### src/pkg/thermal_gpio_pkg.sv
// Purpose: Shared constants for the thermal timer, GPIO and event outputs
// Assumes: Avalon-MM word addresses equal the register indices below
// Notes:   Byte address of a register is four times its index
package thermal_gpio_pkg;

  // ---------------------------------------------------------------
  // Register indices
  // ---------------------------------------------------------------
  localparam logic [7:0] IDX_GPIO_CONFIG_LOW     = 8'h09;
  localparam logic [7:0] IDX_GPIO_CONFIG_HIGH    = 8'h0A;
  localparam logic [7:0] IDX_THERMAL_WINDOW_CFG  = 8'h0D;
  localparam logic [7:0] IDX_ALARM_ONE_CONFIG    = 8'h0E;
  localparam logic [7:0] IDX_ALARM_TWO_CONFIG    = 8'h0F;
  localparam logic [7:0] IDX_GPIO_ALERT_MASK     = 8'h36;
  localparam logic [7:0] IDX_EVENT_OUT_ONE_MASK  = 8'h37;
  localparam logic [7:0] IDX_EVENT_OUT_TWO_MASK  = 8'h38;
  localparam logic [7:0] IDX_EVENT_OUT_CONTROL   = 8'h39;
  localparam logic [7:0] IDX_ALARM_ALERT_MASK    = 8'h3A;
  localparam logic [7:0] IDX_ALARM_ONE_LIMIT     = 8'h80;
  localparam logic [7:0] IDX_ALARM_TWO_LIMIT     = 8'h81;
  localparam logic [7:0] IDX_ALARM_ONE_ON_TIME   = 8'hAE;
  localparam logic [7:0] IDX_ALARM_TWO_ON_TIME   = 8'hAF;
  localparam logic [7:0] IDX_HOST_THERMAL_STAT2  = 8'hB9;
  localparam logic [7:0] IDX_GPIO_PIN_STATUS     = 8'hBF;

  // ---------------------------------------------------------------
  // Field positions
  // ---------------------------------------------------------------
  localparam int ALARM_TIMER_ENABLE_BIT = 0;   // In each alarm config
  localparam int ALARM_ZONE_LSB         = 1;   // Zone field [4:1]
  localparam int ALARM_ZONE_MSB         = 4;
  localparam int WIN_ONE_LSB            = 2;   // Window code [4:2]
  localparam int WIN_TWO_LSB            = 5;   // Window code [7:5]
  localparam int GPIO_DIR_LSB           = 0;   // Direction [3:0]
  localparam int GPIO_POL_LSB           = 4;   // Polarity [7:4]
  localparam int EDO_VOLT_BIT           = 7;
  localparam int EDO_THERMAL_ALARM_PIN_BIT          = 6;
  localparam int EDO_FAN_BIT            = 5;
  localparam int EDO_ENABLE_LSB         = 0;   // Control [1:0]
  localparam int EDO_LATCH_LSB          = 2;   // Control [3:2]
  localparam int STAT_ASSERT_LSB        = 0;   // Thermal status [1:0]
  localparam int STAT_STATE_LSB         = 2;   // Thermal status [3:2]
  localparam int STAT_PCT_LSB           = 4;   // Thermal status [5:4]

  // ---------------------------------------------------------------
  // Reset values and codes
  // ---------------------------------------------------------------
  localparam logic [7:0] REG_RESET     = 8'h00;
  localparam logic [7:0] LIMIT_NEVER   = 8'hFF;
  localparam logic [7:0] LIMIT_FIRST   = 8'h00;
  localparam logic [7:0] STEPS_LAST    = 8'hFF;  // 256 samples per window
  localparam logic [2:0] WIN_CODE_MAX  = 3'h5;   // 101..111 all mean 8 s

  // ---------------------------------------------------------------
  // Timing
  // ---------------------------------------------------------------
  localparam int unsigned CLK_HZ          = 50_000_000;
  localparam int unsigned WINDOW_BASE_MS  = 250;
  localparam int unsigned WINDOW_BASE_CYC = WINDOW_BASE_MS * (CLK_HZ / 1000);
  localparam int unsigned STEPS_PER_WIN   = 256;

endpackage

### src/thermal_timer_gpio_event_outputs.sv
// Purpose: Thermal alarm timers, open-drain GPIO and event outputs
// Assumes: All pin inputs synchronous to sys_clk; Avalon-MM word address
// Notes:   Open-drain pins only ever pull low; enables carry the level
`timescale 1ns/1ps
`default_nettype none

// What this block does
// - Alarm pin monitored only while its timer-enable bit 0 is one.
// - Assert status bit is one while the alarm input is held low.
// - State status bit sets on every falling edge of the alarm input.
// - Window code: channel one bits 4..2, channel two bits 7..5.
// - Codes 000..100 give 0.25 s..4 s; 101, 110, 111 give 8 s.
// - On-time register holds running asserted fraction of window.
// - On-time above limit sets percent flag and alert unless masked.
// - Limit zero alerts on first assertion; all ones never alerts.
// - Limit is eight bits, linear, all ones equals whole window.
// - On-time compared with limit as each window ends.
// - Enabled alarm with zone bits 4..1 set also drives the pin.
// - Eight open-drain pins; 1-4 trigger, 5-6 event outputs, 7-8 plain.
// - Direction bit one makes pin output, zero makes it input.
// - Polarity bit one means active high, zero active low.
// - Input pin status is read-only and shows asserted level.
// - Output pin status is writable; one drives asserted level.
// - Set GPIO mask bit keeps that pin away from the alert.
// - Output pins are masked from the alert automatically.
// - Two event mask registers let pins 1-4 trigger either output.
// - Mask bits 7,6,5 gate voltage, thermal and fan fault events.
// - Mask bits 0-3 exclude pins 1-4; output is OR of the rest.
module thermal_timer_gpio_event_outputs #(
  parameter int unsigned WINDOW_BASE_CYCLES =
    thermal_gpio_pkg::WINDOW_BASE_CYC
) (
  input  wire logic        sys_clk,
  input  wire logic        arst_n,
  input  wire logic [7:0]  avs_address,
  input  wire logic        avs_read,
  input  wire logic        avs_write,
  input  wire logic [31:0] avs_writedata,
  input  wire logic [3:0]  avs_byteenable,
  output logic      [31:0] avs_readdata,
  output logic             avs_waitrequest,
  input  wire logic [1:0]  alarmPinInN,
  output logic      [1:0]  alarmPinOut,
  output logic      [1:0]  alarmPinOe,
  input  wire logic [1:0]  overTemp,
  input  wire logic [7:0]  gpioIn,
  output logic      [7:0]  gpioOut,
  output logic      [7:0]  gpioOe,
  input  wire logic        voltFault,
  input  wire logic        fanFault,
  output logic             alert
);
  import thermal_gpio_pkg::*;

  // ---------------------------------------------------------------
  // State
  // ---------------------------------------------------------------
  typedef struct packed {
    logic [7:0]       cfgLo;
    logic [7:0]       cfgHi;
    logic [7:0]       winCfg;
    logic [1:0][7:0]  almCfg;
    logic [7:0]       gpioMask;
    logic [1:0][7:0]  edoMask;
    logic [7:0]       edoCtl;
    logic [7:0]       almMask;
    logic [1:0][7:0]  lim;
    logic [7:0]       gpioWr;
    logic [1:0]       almPrev;
    logic [1:0]       stateFlag;
    logic [1:0]       pctFlag;
    logic [1:0][7:0]  onTime;
    logic [1:0][7:0]  stepIdx;
    logic [1:0][31:0] stepCnt;
    logic [1:0]       event_driven_output;
    logic             alert;
    logic [7:0]       gpioOe;
    logic [1:0]       almOe;
    logic             waitReq;
    logic [7:0]       rdata;
  } state_t;

  state_t q;
  state_t d;

  // Sample step; never below one cycle even for tiny test windows
  localparam int unsigned SLICE_RAW = WINDOW_BASE_CYCLES / STEPS_PER_WIN;
  localparam logic [31:0] SLICE_CYC =
    (SLICE_RAW == 0) ? 32'h0000_0001 : 32'(SLICE_RAW);

  // ---------------------------------------------------------------
  // Decoded views of the registers
  // ---------------------------------------------------------------
  logic [1:0]       almEn;
  logic [1:0]       almAssert;
  logic [1:0][2:0]  winCode;
  logic [1:0][31:0] stepLen;
  logic [7:0]       dir;
  logic [7:0]       pol;
  logic [1:0]       edoUse;
  logic [7:0]       effDir;
  logic [7:0]       gpioAsserted;
  logic [7:0]       gpioStat;
  logic [1:0]       edoEvent;
  logic             busReq;
  logic             busWr;
  logic [7:0]       wdat;

  // Alarm pins only count when their timer is enabled
  assign almEn = {q.almCfg[1][ALARM_TIMER_ENABLE_BIT],
                  q.almCfg[0][ALARM_TIMER_ENABLE_BIT]};
  assign almAssert = almEn & ~alarmPinInN;

  // Window codes, clipped so 101..111 all pick the 8 s window
  assign winCode[0] = q.winCfg[WIN_ONE_LSB +: 3];
  assign winCode[1] = q.winCfg[WIN_TWO_LSB +: 3];
  always_comb begin
    for (int c = 0; c < 2; c++) begin
      stepLen[c] = (winCode[c] > WIN_CODE_MAX) ?
                   (SLICE_CYC << WIN_CODE_MAX) :
                   (SLICE_CYC << winCode[c]);
    end
  end

  // Pins 5 and 6 turn into outputs when their event output is on
  assign dir    = {q.cfgHi[GPIO_DIR_LSB +: 4], q.cfgLo[GPIO_DIR_LSB +: 4]};
  assign pol    = {q.cfgHi[GPIO_POL_LSB +: 4], q.cfgLo[GPIO_POL_LSB +: 4]};
  assign edoUse = q.edoCtl[EDO_ENABLE_LSB +: 2];
  assign effDir = dir | {2'b00, edoUse, 4'h0};
  assign gpioAsserted = ~(gpioIn ^ pol);

  // Inputs show live level, outputs show stored or event value
  always_comb begin
    gpioStat = (effDir & q.gpioWr) | (~effDir & gpioAsserted);
    for (int k = 0; k < 2; k++) begin
      if (edoUse[k]) begin
        gpioStat[4 + k] = q.event_driven_output[k];
      end
    end
  end

  // Event sources for each output, a set mask bit ignores the source
  always_comb begin
    for (int k = 0; k < 2; k++) begin
      edoEvent[k] = (|(gpioAsserted[3:0] & ~q.edoMask[k][3:0]))
                  | (voltFault & ~q.edoMask[k][EDO_VOLT_BIT])
                  | ((|almAssert) & ~q.edoMask[k][EDO_THERMAL_ALARM_PIN_BIT])
                  | (fanFault & ~q.edoMask[k][EDO_FAN_BIT]);
    end
  end

  assign busReq = avs_read | avs_write;
  assign busWr  = avs_write & ~q.waitReq & avs_byteenable[0];
  assign wdat   = avs_writedata[7:0];

  // ---------------------------------------------------------------
  // Next state
  // ---------------------------------------------------------------
  always_comb begin
    logic [7:0] onNext;
    logic       cfgTouch;
    onNext   = 8'h00;
    cfgTouch = 1'b0;
    d = q;

    // Waitrequest drops for exactly one cycle per request
    d.waitReq = ~(busReq & q.waitReq);
    if (avs_read && q.waitReq) begin
      case (avs_address)
        IDX_GPIO_CONFIG_LOW:    d.rdata = q.cfgLo;
        IDX_GPIO_CONFIG_HIGH:   d.rdata = q.cfgHi;
        IDX_THERMAL_WINDOW_CFG: d.rdata = q.winCfg;
        IDX_ALARM_ONE_CONFIG:   d.rdata = q.almCfg[0];
        IDX_ALARM_TWO_CONFIG:   d.rdata = q.almCfg[1];
        IDX_GPIO_ALERT_MASK:    d.rdata = q.gpioMask;
        IDX_EVENT_OUT_ONE_MASK: d.rdata = q.edoMask[0];
        IDX_EVENT_OUT_TWO_MASK: d.rdata = q.edoMask[1];
        IDX_EVENT_OUT_CONTROL:  d.rdata = q.edoCtl;
        IDX_ALARM_ALERT_MASK:   d.rdata = q.almMask;
        IDX_ALARM_ONE_LIMIT:    d.rdata = q.lim[0];
        IDX_ALARM_TWO_LIMIT:    d.rdata = q.lim[1];
        IDX_ALARM_ONE_ON_TIME:  d.rdata = q.onTime[0];
        IDX_ALARM_TWO_ON_TIME:  d.rdata = q.onTime[1];
        IDX_HOST_THERMAL_STAT2: d.rdata = {2'b00, q.pctFlag,
                                           q.stateFlag, almAssert};
        IDX_GPIO_PIN_STATUS:    d.rdata = gpioStat;
        default:                d.rdata = 8'h00;
      endcase
    end

    // Register writes; flags use write-one-to-clear
    if (busWr) begin
      case (avs_address)
        IDX_GPIO_CONFIG_LOW:    d.cfgLo = wdat;
        IDX_GPIO_CONFIG_HIGH: begin
          d.cfgHi  = wdat;
          cfgTouch = 1'b1;
        end
        IDX_THERMAL_WINDOW_CFG: d.winCfg = wdat;
        IDX_ALARM_ONE_CONFIG:   d.almCfg[0] = wdat;
        IDX_ALARM_TWO_CONFIG:   d.almCfg[1] = wdat;
        IDX_GPIO_ALERT_MASK:    d.gpioMask = wdat;
        IDX_EVENT_OUT_ONE_MASK: begin
          d.edoMask[0] = wdat;
          cfgTouch     = 1'b1;
        end
        IDX_EVENT_OUT_TWO_MASK: begin
          d.edoMask[1] = wdat;
          cfgTouch     = 1'b1;
        end
        IDX_EVENT_OUT_CONTROL: begin
          d.edoCtl = wdat;
          cfgTouch = 1'b1;
        end
        IDX_ALARM_ALERT_MASK:   d.almMask = wdat;
        IDX_ALARM_ONE_LIMIT:    d.lim[0] = wdat;
        IDX_ALARM_TWO_LIMIT:    d.lim[1] = wdat;
        IDX_HOST_THERMAL_STAT2: begin
          d.stateFlag = q.stateFlag & ~wdat[STAT_STATE_LSB +: 2];
          d.pctFlag   = q.pctFlag & ~wdat[STAT_PCT_LSB +: 2];
        end
        IDX_GPIO_PIN_STATUS:    d.gpioWr = wdat;
        default: ;
      endcase
    end

    // Alarm channels; hardware sets come after clears so a set wins
    d.almPrev = alarmPinInN;
    for (int c = 0; c < 2; c++) begin
      if (almEn[c] && q.almPrev[c] && !alarmPinInN[c]) begin
        d.stateFlag[c] = 1'b1;
      end
      if (q.lim[c] == LIMIT_FIRST && almAssert[c]) begin
        d.pctFlag[c] = 1'b1;
      end
      if (!almEn[c]) begin
        d.stepCnt[c] = 32'h0000_0000;
        d.stepIdx[c] = 8'h00;
        d.onTime[c]  = 8'h00;
      end else if (q.stepCnt[c] >= stepLen[c] - 32'h0000_0001) begin
        // One sample per step, 256 steps make one window
        d.stepCnt[c] = 32'h0000_0000;
        onNext = q.onTime[c];
        if (almAssert[c] && onNext != 8'hFF) begin
          onNext = onNext + 8'h01;
        end
        if (q.stepIdx[c] == STEPS_LAST) begin
          if (onNext > q.lim[c]) begin
            d.pctFlag[c] = 1'b1;
          end
          d.onTime[c]  = 8'h00;
          d.stepIdx[c] = 8'h00;
        end else begin
          d.onTime[c]  = onNext;
          d.stepIdx[c] = q.stepIdx[c] + 8'h01;
        end
      end else begin
        d.stepCnt[c] = q.stepCnt[c] + 32'h0000_0001;
      end
      // Pin pulls low on over-temperature when zone bits enable output
      d.almOe[c] = almEn[c]
                 & (|q.almCfg[c][ALARM_ZONE_MSB:ALARM_ZONE_LSB])
                 & overTemp[c];
    end

    // Event outputs; a GPIO config high, event mask or event control write re-evaluates a latched output
    for (int k = 0; k < 2; k++) begin
      if (!edoUse[k]) begin
        d.event_driven_output[k] = 1'b0;
      end else if (q.edoCtl[EDO_LATCH_LSB + k] && !cfgTouch) begin
        d.event_driven_output[k] = q.event_driven_output[k] | edoEvent[k];
      end else begin
        d.event_driven_output[k] = edoEvent[k];
      end
    end

    // Open drain: pull low unless the wanted level is high
    for (int i = 0; i < 8; i++) begin
      d.gpioOe[i] = effDir[i] & ~(gpioStat[i] ? pol[i] : ~pol[i]);
    end

    // Output pins never reach the alert, whatever their mask
    d.alert = (|(q.pctFlag & ~q.almMask[1:0]))
            | (|(gpioAsserted & ~effDir & ~q.gpioMask));
  end

  // ---------------------------------------------------------------
  // Registers
  // ---------------------------------------------------------------
  always_ff @(posedge sys_clk or negedge arst_n) begin
    if (!arst_n) begin
      q         <= '0;
      q.almPrev <= 2'b11;
      q.waitReq <= 1'b1;
      q.lim     <= {LIMIT_NEVER, LIMIT_NEVER};
    end else begin
      q <= d;
    end
  end

  assign avs_readdata    = {24'h00_0000, q.rdata};
  assign avs_waitrequest = q.waitReq;
  assign alarmPinOut     = 2'b00;
  assign alarmPinOe      = q.almOe;
  assign gpioOut         = 8'h00;
  assign gpioOe          = q.gpioOe;
  assign alert           = q.alert;
endmodule

`default_nettype wire

### config.mk
export PLATFORM = sky130hd
export DESIGN_NAME = thermal_timer_gpio_event_outputs
export DESIGN_NICKNAME = d
export VERILOG_FILES = /design/src/pkg/thermal_gpio_pkg.sv /design/src/thermal_timer_gpio_event_outputs.sv
export SDC_FILE = /design/constraint.sdc
export NUM_CORES = 1
export LEC_CHECK = 0
export BUFFER_PORTS_ARGS = -buffer_cell sky130_fd_sc_hd__buf_2
export CAP_MARGIN = 20
export CORE_UTILIZATION = 60
export DETAILED_ROUTE_END_ITERATION = 7
export GPL_ROUTABILITY_DRIVEN = 0
export PLACE_DENSITY = 0.78
export SYNTH_ARGS = -nofsm -noshare
export SYNTH_HDL_FRONTEND = slang
export SYNTH_SLANG_ARGS = --single-unit
### constraint.sdc
create_clock -name sys_clk -period 5.4 [get_ports sys_clk]
set_clock_uncertainty 0.1 [all_clocks]
set_input_delay 1.08 -clock sys_clk [delete_from_list [all_inputs] [get_ports sys_clk]]
set_output_delay 1.08 -clock sys_clk [all_outputs]
set_load 0.02 [all_outputs]
## Yosys cells after proc, flatten, opt, wreduce, memory -nomap -nowiden

Cells that the tools add are included.
W data, S select, Z words.

- Bits in registers: 228
- Latch bits: 0
- Bits in writable memories: 0
- ROM bits: 0
- Input bits: 62
- Output and inout bits: 54
- Word-level logic and storage cells: 241
- Memories: 0

- Add/sub/neg operators: 8
- Multiply operators: 0
- Div/mod/pow operators: 0
- Magnitude comparators: 6
- Equal/unequal tests: 22
- Shift operators: 2
- Multiplexer cells: 55
- Bitwise logic cells: 76
- Reduce and logical (&&, ||, !) cells: 43

Operator list:

| cell | number |
|---|---|
| $mux W32 | 6 |
| $mux W8 | 18 |
| $pmux W8 S16 | 1 |
| $add A32 B1 Y32 const B | 2 |
| $eq A8 B8 Y1 const B | 8 |
| $ge A32 B32 Y1 | 2 |
| $shl A16 B3 Y32 const A | 2 |
| $sub A32 B1 Y32 const B | 2 |
| $eq A8 B4 Y1 const B | 5 |
| $eq A8 B6 Y1 const B | 5 |
| $add A8 B1 Y8 const B | 4 |
| $reduce_and A2 Y1 | 15 |
| $mux W1 | 28 |
| $and A8 B8 Y8 | 3 |
| $not A1 Y1 | 24 |
| $not A8 Y8 | 3 |
| $and A1 B1 Y1 | 21 |
| $reduce_or A4 Y1 | 5 |
| $gt A8 B8 Y1 | 2 |
| $logic_not A8 Y1 | 2 |
| $ne A8 B8 Y1 const B | 2 |
| $logic_and A1 B1 Y1 | 11 |
| $or A1 B1 Y1 | 10 |
| $and A2 B2 Y2 | 4 |
| other kinds (13) | 27 |

## Logic depth before layout (Yosys ltp)

Gate-level depths: netlist of run 1.

- Word-level depth: 11
- Depth in mapped cells: 14
- Depth with buffers taken out: 12

## Worst setup path after synthesis of run 1

No wires, ideal clock.

- Kind: input to register
- Start point: in alarmPinInN[1]
- End point: reg q[119] (netlist name)
- Data arrival time: 3005 ps
- Data required time: 5164 ps
- Setup slack: 2159 ps
- Stages: 9
- Buffers on the path: 0
- Cells stage by stage: nand2b_1 > a41oi_1 > nand4_1 > xnor2_1 > ha_1 > a2111oi_0 > a21oi_1 > nor3_1 > o41ai_1

RTL lines:

| what | RTL line | source |
|---|---|---|
| start, declared | thermal_timer_gpio_event_outputs.sv:42 | `input wire logic [1:0] alarmPinInN,` |
| end, declared | thermal_timer_gpio_event_outputs.sv:83 | `state_t q;` |

==> metrics.md, run 1 <==
| Metric | Value |
|---|---|
| Critical Path End Type | `flip-flop` |
| Die area | `23,970 um^2` |
| Root buffer cell | `clkbuf_16` |
| Resized Gates After CTS | `0` |
| Drt first pass iters | `6` |
| Final instance area | `15,050 um^2` |
| Tcrit/Tclk final | `76.26%` |
| Vias per inst | `6.384` |
| CP startpoint kind | `flip-flop` |
| VDD IR max | `0.2460 mV` |
| Synth async-reset ratio | `100.0%` |
| Fin. Hold Viols | `0` |
| Detailed placement HPWL | `25,620 um` |
| Post-DP Area | `14,200 um^2` |
| # setup viols final | `0` |
| Global Route Usage Sum | `31.38%` |
| CTS tree | `done` |
| Core area | `22,780 um^2` |
| Fillers | `1,730` |
| Critical path class | `reg2reg` |
| Nets | `1,575` |
| CTS Hold Buffers Added | `0` |
| Worst Tran Pin Value | `1.100 ns` |
| CTS max path bufs | `3` |
| RSZ-0062 raised after global routing | `no` |
| HP Class | `reg2reg` |
| H-tree levels | `1` |
| 1st-iter DRT viols | `1,112` |
| Routed wire length | `36,690 um` |
| Post-synth top flop | `dfrtp_1` |
| Largest net degree at the start of global routing | `116` |
| Post-layout util | `66.08%` |
| Leakage power | `6.991 nW` |
| Highest clock rate | `242.8 MHz` |
| Multi-input gate area | `7585 um^2` |
| Worst Path Required | `5.75 ns` |
| Power per cell area | `261.3 nW/um^2` |
| Die X | `154.8 um` |
| Number of synthesized flops with an enable pin | `0` |
| Port bufs | `54` |
| GR Overflow Total | `0` |
| Clock sink count | `228` |
| Status | `finished, final reports clean` |
| Final Critical Period | `4.118 ns` |
| Pins Over Slew Limit | `0` |
| CP max FO | `22` |
| Num rows | `55` |
| Worst-path clk slew | `0.06 ns` |
| Initial antenna violation count | `0` |
| Antenna diode count | `0` |
| DR vias | `11,310` |
| Yosys warning count | `0` |
| Seq/Total Area, Yosys | `40.89%` |
| Post-Syn Instances | `1,424` |
| Arrival @ worst endpoint | `4.47 ns` |
| Fin Setup TNS | `0 ns` |
| Post-DR wirelength/cell | `20.71 um` |
| Total design power | `3.934 mW` |
| Die Ht | `154.8 um` |
| Synthesized cell area | `14,010 um^2` |
| # IOs | `116` |
| Cts bufs inserted | `26` |
| Slew margin rel. | `26.65%` |
| Unique masters post-synth | `91` |
| First-pass GRT wire length | `59,170 um` |
| Vias in the first global route | `10,950` |
| Share of layout cells above drive strength 1 | `16.79%` |
| Maxcap violations | `0` |
| Worst-Skew Late Latency | `0.54 ns` |
| Dpl ws | `1.336 ns` |
| FF/Latch Area | `5729 um^2` |
| Area grow syn2layout | `7.430%` |
| Post-CTS setup buffer count | `0` |
| Detail Route Antenna Nets | `0` |
| DRC viols | `0` |
| Mean post-synth cell area | `9.839 um^2` |
| Initial core utilization | `61.51%` |
| Worst setup margin | `1.282 ns` |
| #FFs+latches synth | `228` |
synthesized netlist by cell type (all sizes together), types with 43 or more instances:
cell	instances	share of area, %
xor2	45	2.8
ha	73	6.5
buf	76	4.0
o21ai	44	1.6
dfrtp	209	37
clkbuf	44	1.2
a21oi	43	1.5
nor2	128	3.5
nand2	115	3.1
xnor2	45	2.8
nand3	52	1.9
mux2	108	8.7
registers in the layout, indices dropped and copies added (netlist names):
| register | count |
|---|---|
| gpioOe | 8 |
| dir | 8 |
| almEn | 2 |
| alarmPinOe | 2 |
| q | 188 |
| edoUse | 2 |
| alert | 1 |
| avs_waitrequest | 1 |
| avs_readdata | 8 |
| pol | 8 |
power by group:
group	switching (mW)	internal, mW
Sequential	0.0687	1.76
Clock	0.713	1.05
Combinational	0.224	0.115
Total	1.01	2.93
layer usage:
layer / wire length (um) / track usage, % / up-vias / part of all wire, %
met2: 16790 / 49.43 / 526 / 46
li1: - / - / 5115 / -
met5: 0 / 0 / - / 0
met3: 3323 / 7.285 / 127 / 9.1
met4: 1502 / 12.45 / 0 / 4.1
met1: 15080 / 42.01 / 5544 / 41
critical path, stage by stage, from the launching register on:
cell and delay, ns:
dfrtp_1 0.48, o21ai_0 0.36, inv_1 0.14, nor2_1 0.20, ha_1 0.26, and2_0 0.16
a221o_1 0.31, a2111o_1 0.47, nor2_2 0.32, nand3_1 0.61, buf_4 0.46, nor2_1 0.16
cells by family (layout without fill, tap and decap cells):
group,after synthesis,after routing,synth area share (%)
and+or+nand+nor,504,504,18.33
DFF,228,228,40.89
adders and majority gates,73,73,6.519
other,2,46,0.05360
xor gates and xnor gates,90,90,5.626
muxes,123,123,9.841
buffers and inverters,157,148,6.153
AOI/OAI and AO/OA,247,247,12.58
per-stage QoR:
| stage | hold slack, ns | instances |
|---|---|---|
| floorplan | 0.3501 | 1468 |
| global placement | 0.3599 | 1724 |
| detailed placement | 0.3719 | 1724 |
| CTS | 0.3855 | 1771 |
| global route | 0.4180 | 1772 |
| finish | 0.3829 | 1772 |
area by class of cell:
class	instances	area share, %
clock buffer	38	4.963
tap	313	2.602
timing repair buffer	64	2.427
inverter	37	0.9227
multi-input combinational	1083	50.39
sequential	228	38.06
clock inverter	9	0.6318
layout by cell type, fill, tap and decap left out, types with 16 or more instances in the layout:
| cell type | n |
|---|---|
| a22oi_1 | 16 |
| o211ai_1 | 19 |
| and2_1 | 19 |
| nand2_1 | 114 |
| dfrtp_1 | 209 |
| nand2b_1 | 20 |
| nor4_1 | 19 |
| buf_2 | 53 |
| o21ai_0 | 38 |
| inv_1 | 37 |
| nor3_1 | 35 |
| mux2_2 | 103 |
| dfstp_2 | 19 |
| ha_1 | 73 |
| conb_1 | 46 |
| nor2_1 | 125 |
| a21oi_1 | 43 |
| and3_1 | 29 |
| clkbuf_16 | 27 |
| xnor2_1 | 45 |
| nand3_1 | 52 |
| xor2_1 | 45 |
| nand4_1 | 29 |
worst paths after layout:
check,endpoint,slack [ns],from,depth (start not counted)
setup / recovery,q[74]$_DFF_PN0_,1.28,q[210]$_DFFE_PN0P_,11
hold / removal,avs_waitrequest$_DFF_PN1_,0.38,avs_waitrequest$_DFF_PN1_,1
setup reg to reg,q[74]$_DFF_PN0_,1.28,q[210]$_DFFE_PN0P_,11
hold reg to reg,avs_waitrequest$_DFF_PN1_,0.38,avs_waitrequest$_DFF_PN1_,1
max in group asynchronous,q[37]$_DFF_PN0_,3.58,arst_n,2
min in group asynchronous,gpioOe[1]$_DFF_PN0_,0.50,arst_n,1
Power figures use the tool's default switching activity.
==> inputs of run 2 (changes only) <==
--- a/config.mk
+++ b/config.mk
@@ -5,6 +5,7 @@
 export SDC_FILE = /design/constraint.sdc
 export NUM_CORES = 1
 export LEC_CHECK = 0
+export ABC_AREA = 1
 export BUFFER_PORTS_ARGS = -buffer_cell sky130_fd_sc_hd__buf_2
 export CAP_MARGIN = 20
 export CORE_UTILIZATION = 60
==> constraint.sdc (replaced) <==
create_clock -name sys_clk -period 4.1 [get_ports sys_clk]
set_clock_uncertainty 0.1 [all_clocks]
set_input_delay 0.82 -clock sys_clk [delete_from_list [all_inputs] [get_ports sys_clk]]
set_output_delay 0.82 -clock sys_clk [all_outputs]
set_load 0.02 [all_outputs]
==> run 2 against run 1 <==
Global-route usage fell by 0.082 points. Final area grew 4.6%. Setup slack lost 0.30 ns. Synthesized cell count is 41% higher. First-iteration DRC count is 11% lower. Via count grew 17%.
==> metrics.md, run 2 <==
| Metric | Value |
|---|---|
| Seq/Total Area, Yosys | `38.98% (-1.9 points)` |
| Vias in the first global route | `12,600 (+15%)` |
| Synth area leaders | `dfrtp_1, nand2_1, nand3_1` |
| CP max FO | `17 (-23%)` |
| DR vias | `13,220 (+17%)` |
| Most flops, register | `q` |
| Core area | `23,750 um^2 (+4.3%)` |
| Comb power frac | `5.6% (-3.0 points)` |
| First-pass GRT wire length | `62,000 um (+4.8%)` |
| Worst setup margin | `0.9782 ns (-0.3035 ns)` |
| Detail Route Antenna Nets | `0 (unchanged)` |
| 1st-iter DRT viols | `995 (-11%)` |
| Final instance area | `15,750 um^2 (+4.6%)` |
| Area grow syn2layout | `7.116%` |
| Post-synth top flop | `dfrtp_1` |
| Sw power | `1.166 mW (+16%)` |
| Slew margin rel. | `34.87% (+8.2 points)` |
| Worst-Skew Late Latency | `0.54 ns (about the same)` |
| Synthesized cell area | `14,700 um^2 (+4.9%)` |
| Unique masters post-synth | `44 (-52%)` |
| DRC viols | `0 (unchanged)` |
| Maxcap violations | `0 (unchanged)` |
| Post-Syn Instances | `2,007 (+41%)` |
| Worst Tran Pin Value | `0.9681 ns (-0.1322 ns)` |
| Critical Path End Type | `flip-flop` |
| Arrival @ worst endpoint | `3.45 ns (-1.02 ns)` |
| Most frequent cell after synthesis | `nand2_1` |
| Initial antenna violation count | `0 (unchanged)` |
| Final Critical Period | `3.122 ns (-0.9965 ns)` |
| Die area | `25,130 um^2 (+4.9%)` |
| RSZ-0062 raised after global routing | `no` |
| Root buffer cell | `clkbuf_16` |
| Synth cell count leaders | `nand2_1, nor2_1, dfrtp_1` |
| Synth async-reset ratio | `100.0% (unchanged)` |
| Number of synthesized flops with an enable pin | `0 (unchanged)` |
| Clock sink count | `228 (unchanged)` |
| Resized Gates After CTS | `0 (unchanged)` |
| Most frequent cells in the layout | `nand2_1, nor2_1, dfrtp_1, inv_1, nand3_1` |
| Sw frac | `24.01% (-1.6 points)` |
| Tcrit/Tclk final | `76.14% (-0.12 points)` |
| CTS Hold Buffers Added | `0 (unchanged)` |
| Post-layout util | `66.29% (+0.21 points)` |
| Routed wire length | `37,590 um (+2.4%)` |
| Cts bufs inserted | `25 (-3.8%)` |
| Highest clock rate | `320.3 MHz (+32%)` |
| Nets | `2,165 (+37%)` |
| Post-DR wirelength/cell | `15.88 um (-23%)` |
| Dpl ws | `0.9324 ns (-0.4033 ns)` |
| Antenna diode count | `0 (unchanged)` |
| Initial core utilization | `61.88% (+0.37 points)` |
| Fin Setup TNS | `0 ns (unchanged)` |
| Total design power | `4.857 mW (+23%)` |
| Post-DP Area | `14,920 um^2 (+5.0%)` |
| Cell taking the most area after synthesis | `dfrtp_1` |
| Die X | `158.5 um (+2.4%)` |
| Fillers | `2,083 (+20%)` |
| Most common cell after layout, fill and taps aside | `nand2_1` |
| GR Overflow Total | `0 (unchanged)` |
| Leakage power | `7.753 nW (+11%)` |
| Detailed placement HPWL | `27,000 um (+5.4%)` |
| Worst-path clk slew | `0.06 ns (about the same)` |
| Share of layout cells above drive strength 1 | `8.154% (-8.6 points)` |
| Int Power | `3.691 mW (+26%)` |
| #FFs+latches synth | `228 (unchanged)` |
| Register share of total power | `47.3% (+0.7 points)` |
| Vias per inst | `5.586 (-12%)` |
| # setup viols final | `0 (unchanged)` |
| CP startpoint kind | `flip-flop` |
| Dpl cells | `2,322 (+35%)` |
| Clock power frac | `47.1% (+2.3 points)` |
| Port bufs | `54 (unchanged)` |
| Largest net degree at the start of global routing | `80 (-31%)` |
| Post-CTS setup buffer count | `0 (unchanged)` |
| H-tree levels | `1 (unchanged)` |
| Die Ht | `158.5 um (+2.4%)` |
| Pins Over Slew Limit | `0 (unchanged)` |
| Power per cell area | `308.5 nW/um^2 (+18%)` |
| Status | `finished, final reports clean` |
| Critical path class | `reg2reg` |
| Worst Hold Slack | `0.1755 ns (-0.2075 ns)` |
| Num rows | `56 (+1.8%)` |
| HP Class | `in2async` |
| CTS max path bufs | `3 (unchanged)` |
| CTS tree | `done` |
| Synth top area share | `35.58% (-1.7 points)` |
| Mean post-synth cell area | `7.324 um^2 (-26%)` |
| Fin. Hold Viols | `0 (unchanged)` |
| VDD IR max | `0.3593 mV (+46%)` |
| Yosys warning count | `0 (unchanged)` |
| Global Route Usage Sum | `31.29% (-0.082 points)` |
| Worst Path Required | `4.42 ns (-1.33 ns)` |
| Finished Layout Cells | `2,367 (+34%)` |
| FF/Latch Area | `5729 um^2 (unchanged)` |
| Multi-input gate area | `7627 um^2 (+0.56%)` |
| Drt first pass iters | `6 (unchanged)` |
| Max FFs per register | `188 (unchanged)` |
| # IOs | `116 (unchanged)` |
[run 2: changes by cell type in the layout (fill, tap and decap cells not counted), sizes merged, moves of 26 or more]
| cell | delta |
|---|---|
| nand2 | +441 |
| and3 | -27 |
| o21ai | +90 |
| mux2 | -108 |
| nor2 | +103 |
| nand4 | +26 |
| nand3 | +155 |
| inv | +171 |
[run 2: final cells by class]
cell class | count | share of cell area (%)
flip-flops and latches | 228 | 36.39
multi-input cells | 1502 | 48.44
repair buffers | 66 | 2.432
clock buffers | 35 | 4.593
inverters | 207 | 4.935
clock inverters | 10 | 0.6755
well taps | 319 | 2.535
[run 2: final timing paths]
| check | slack, ns | cells past startpoint | startpoint | endpoint |
|---|---|---|---|---|
| worst max register to register | 0.98 | 20 | q[209]$_DFFE_PN0P_ | q[95]$_DFFE_PN0P_ |
| worst min-delay path | 0.18 | 1 | arst_n | dir[3]$_DFFE_PN0P_ |
| worst max-delay path | 0.98 | 20 | q[209]$_DFFE_PN0P_ | q[95]$_DFFE_PN0P_ |
| max in group asynchronous | 2.74 | 2 | arst_n | q[122]$_DFF_PN1_ |
| min in group sys_clk | 0.29 | 1 | alarmPinInN[1] | q[123]$_DFF_PN1_ |
| worst min register to register | 0.38 | 2 | q[123]$_DFF_PN1_ | q[121]$_DFFE_PN0P_ |
[run 2: kinds of logic (layout without fill, tap and decap cells)]
group	after synthesis	in the layout	synth area share [%]
other	2	46	0.05109
flip-flops	228	228	38.98
XOR/XNOR	73	73	4.401
AO/OA/AOI/OAI	187	187	6.810
adder cells (fa/ha/maj)	73	73	6.214
buffers and inverters	321	318	10.27
AND/OR/NAND/NOR	1123	1123	33.27
[run 2: power by group through the flow]
stage,Combinational (mW),Clock (mW),Sequential (mW)
after floorplan,0.179,0,2.33
after global placement,0.263,0,2.34
after detailed placement,0.270,0,2.34
after CTS,0.271,2.32,2.30
after global routing,0.306,2.41,2.30
final,0.271,2.29,2.30
[run 2: metal layers]
metal	global-route usage (%)	share of wire (%)	up-vias
met1	42.19	43	6130
met3	4.382	7.4	106
met2	50.79	46	538
met5	0	0	-
met4	12.64	3.6	0
li1	-	-	6448
[run 2: critical path: stages, from the launching register on]
cell and delay, ns:
dfrtp_1 0.43, nor2_1 0.19, inv_1 0.10, nor2_1 0.17
inv_1 0.06, ha_1 0.20, nor2_1 0.13, xnor2_1 0.13
inv_1 0.05, ha_1 0.26, nand2_1 0.08, inv_1 0.04
a21oi_1 0.13, nand2_1 0.09, nand2_1 0.06, nand2_1 0.07
nand2_2 0.10, buf_4 0.26, nand2_4 0.18, nand3_1 0.12
nand2_1 0.06
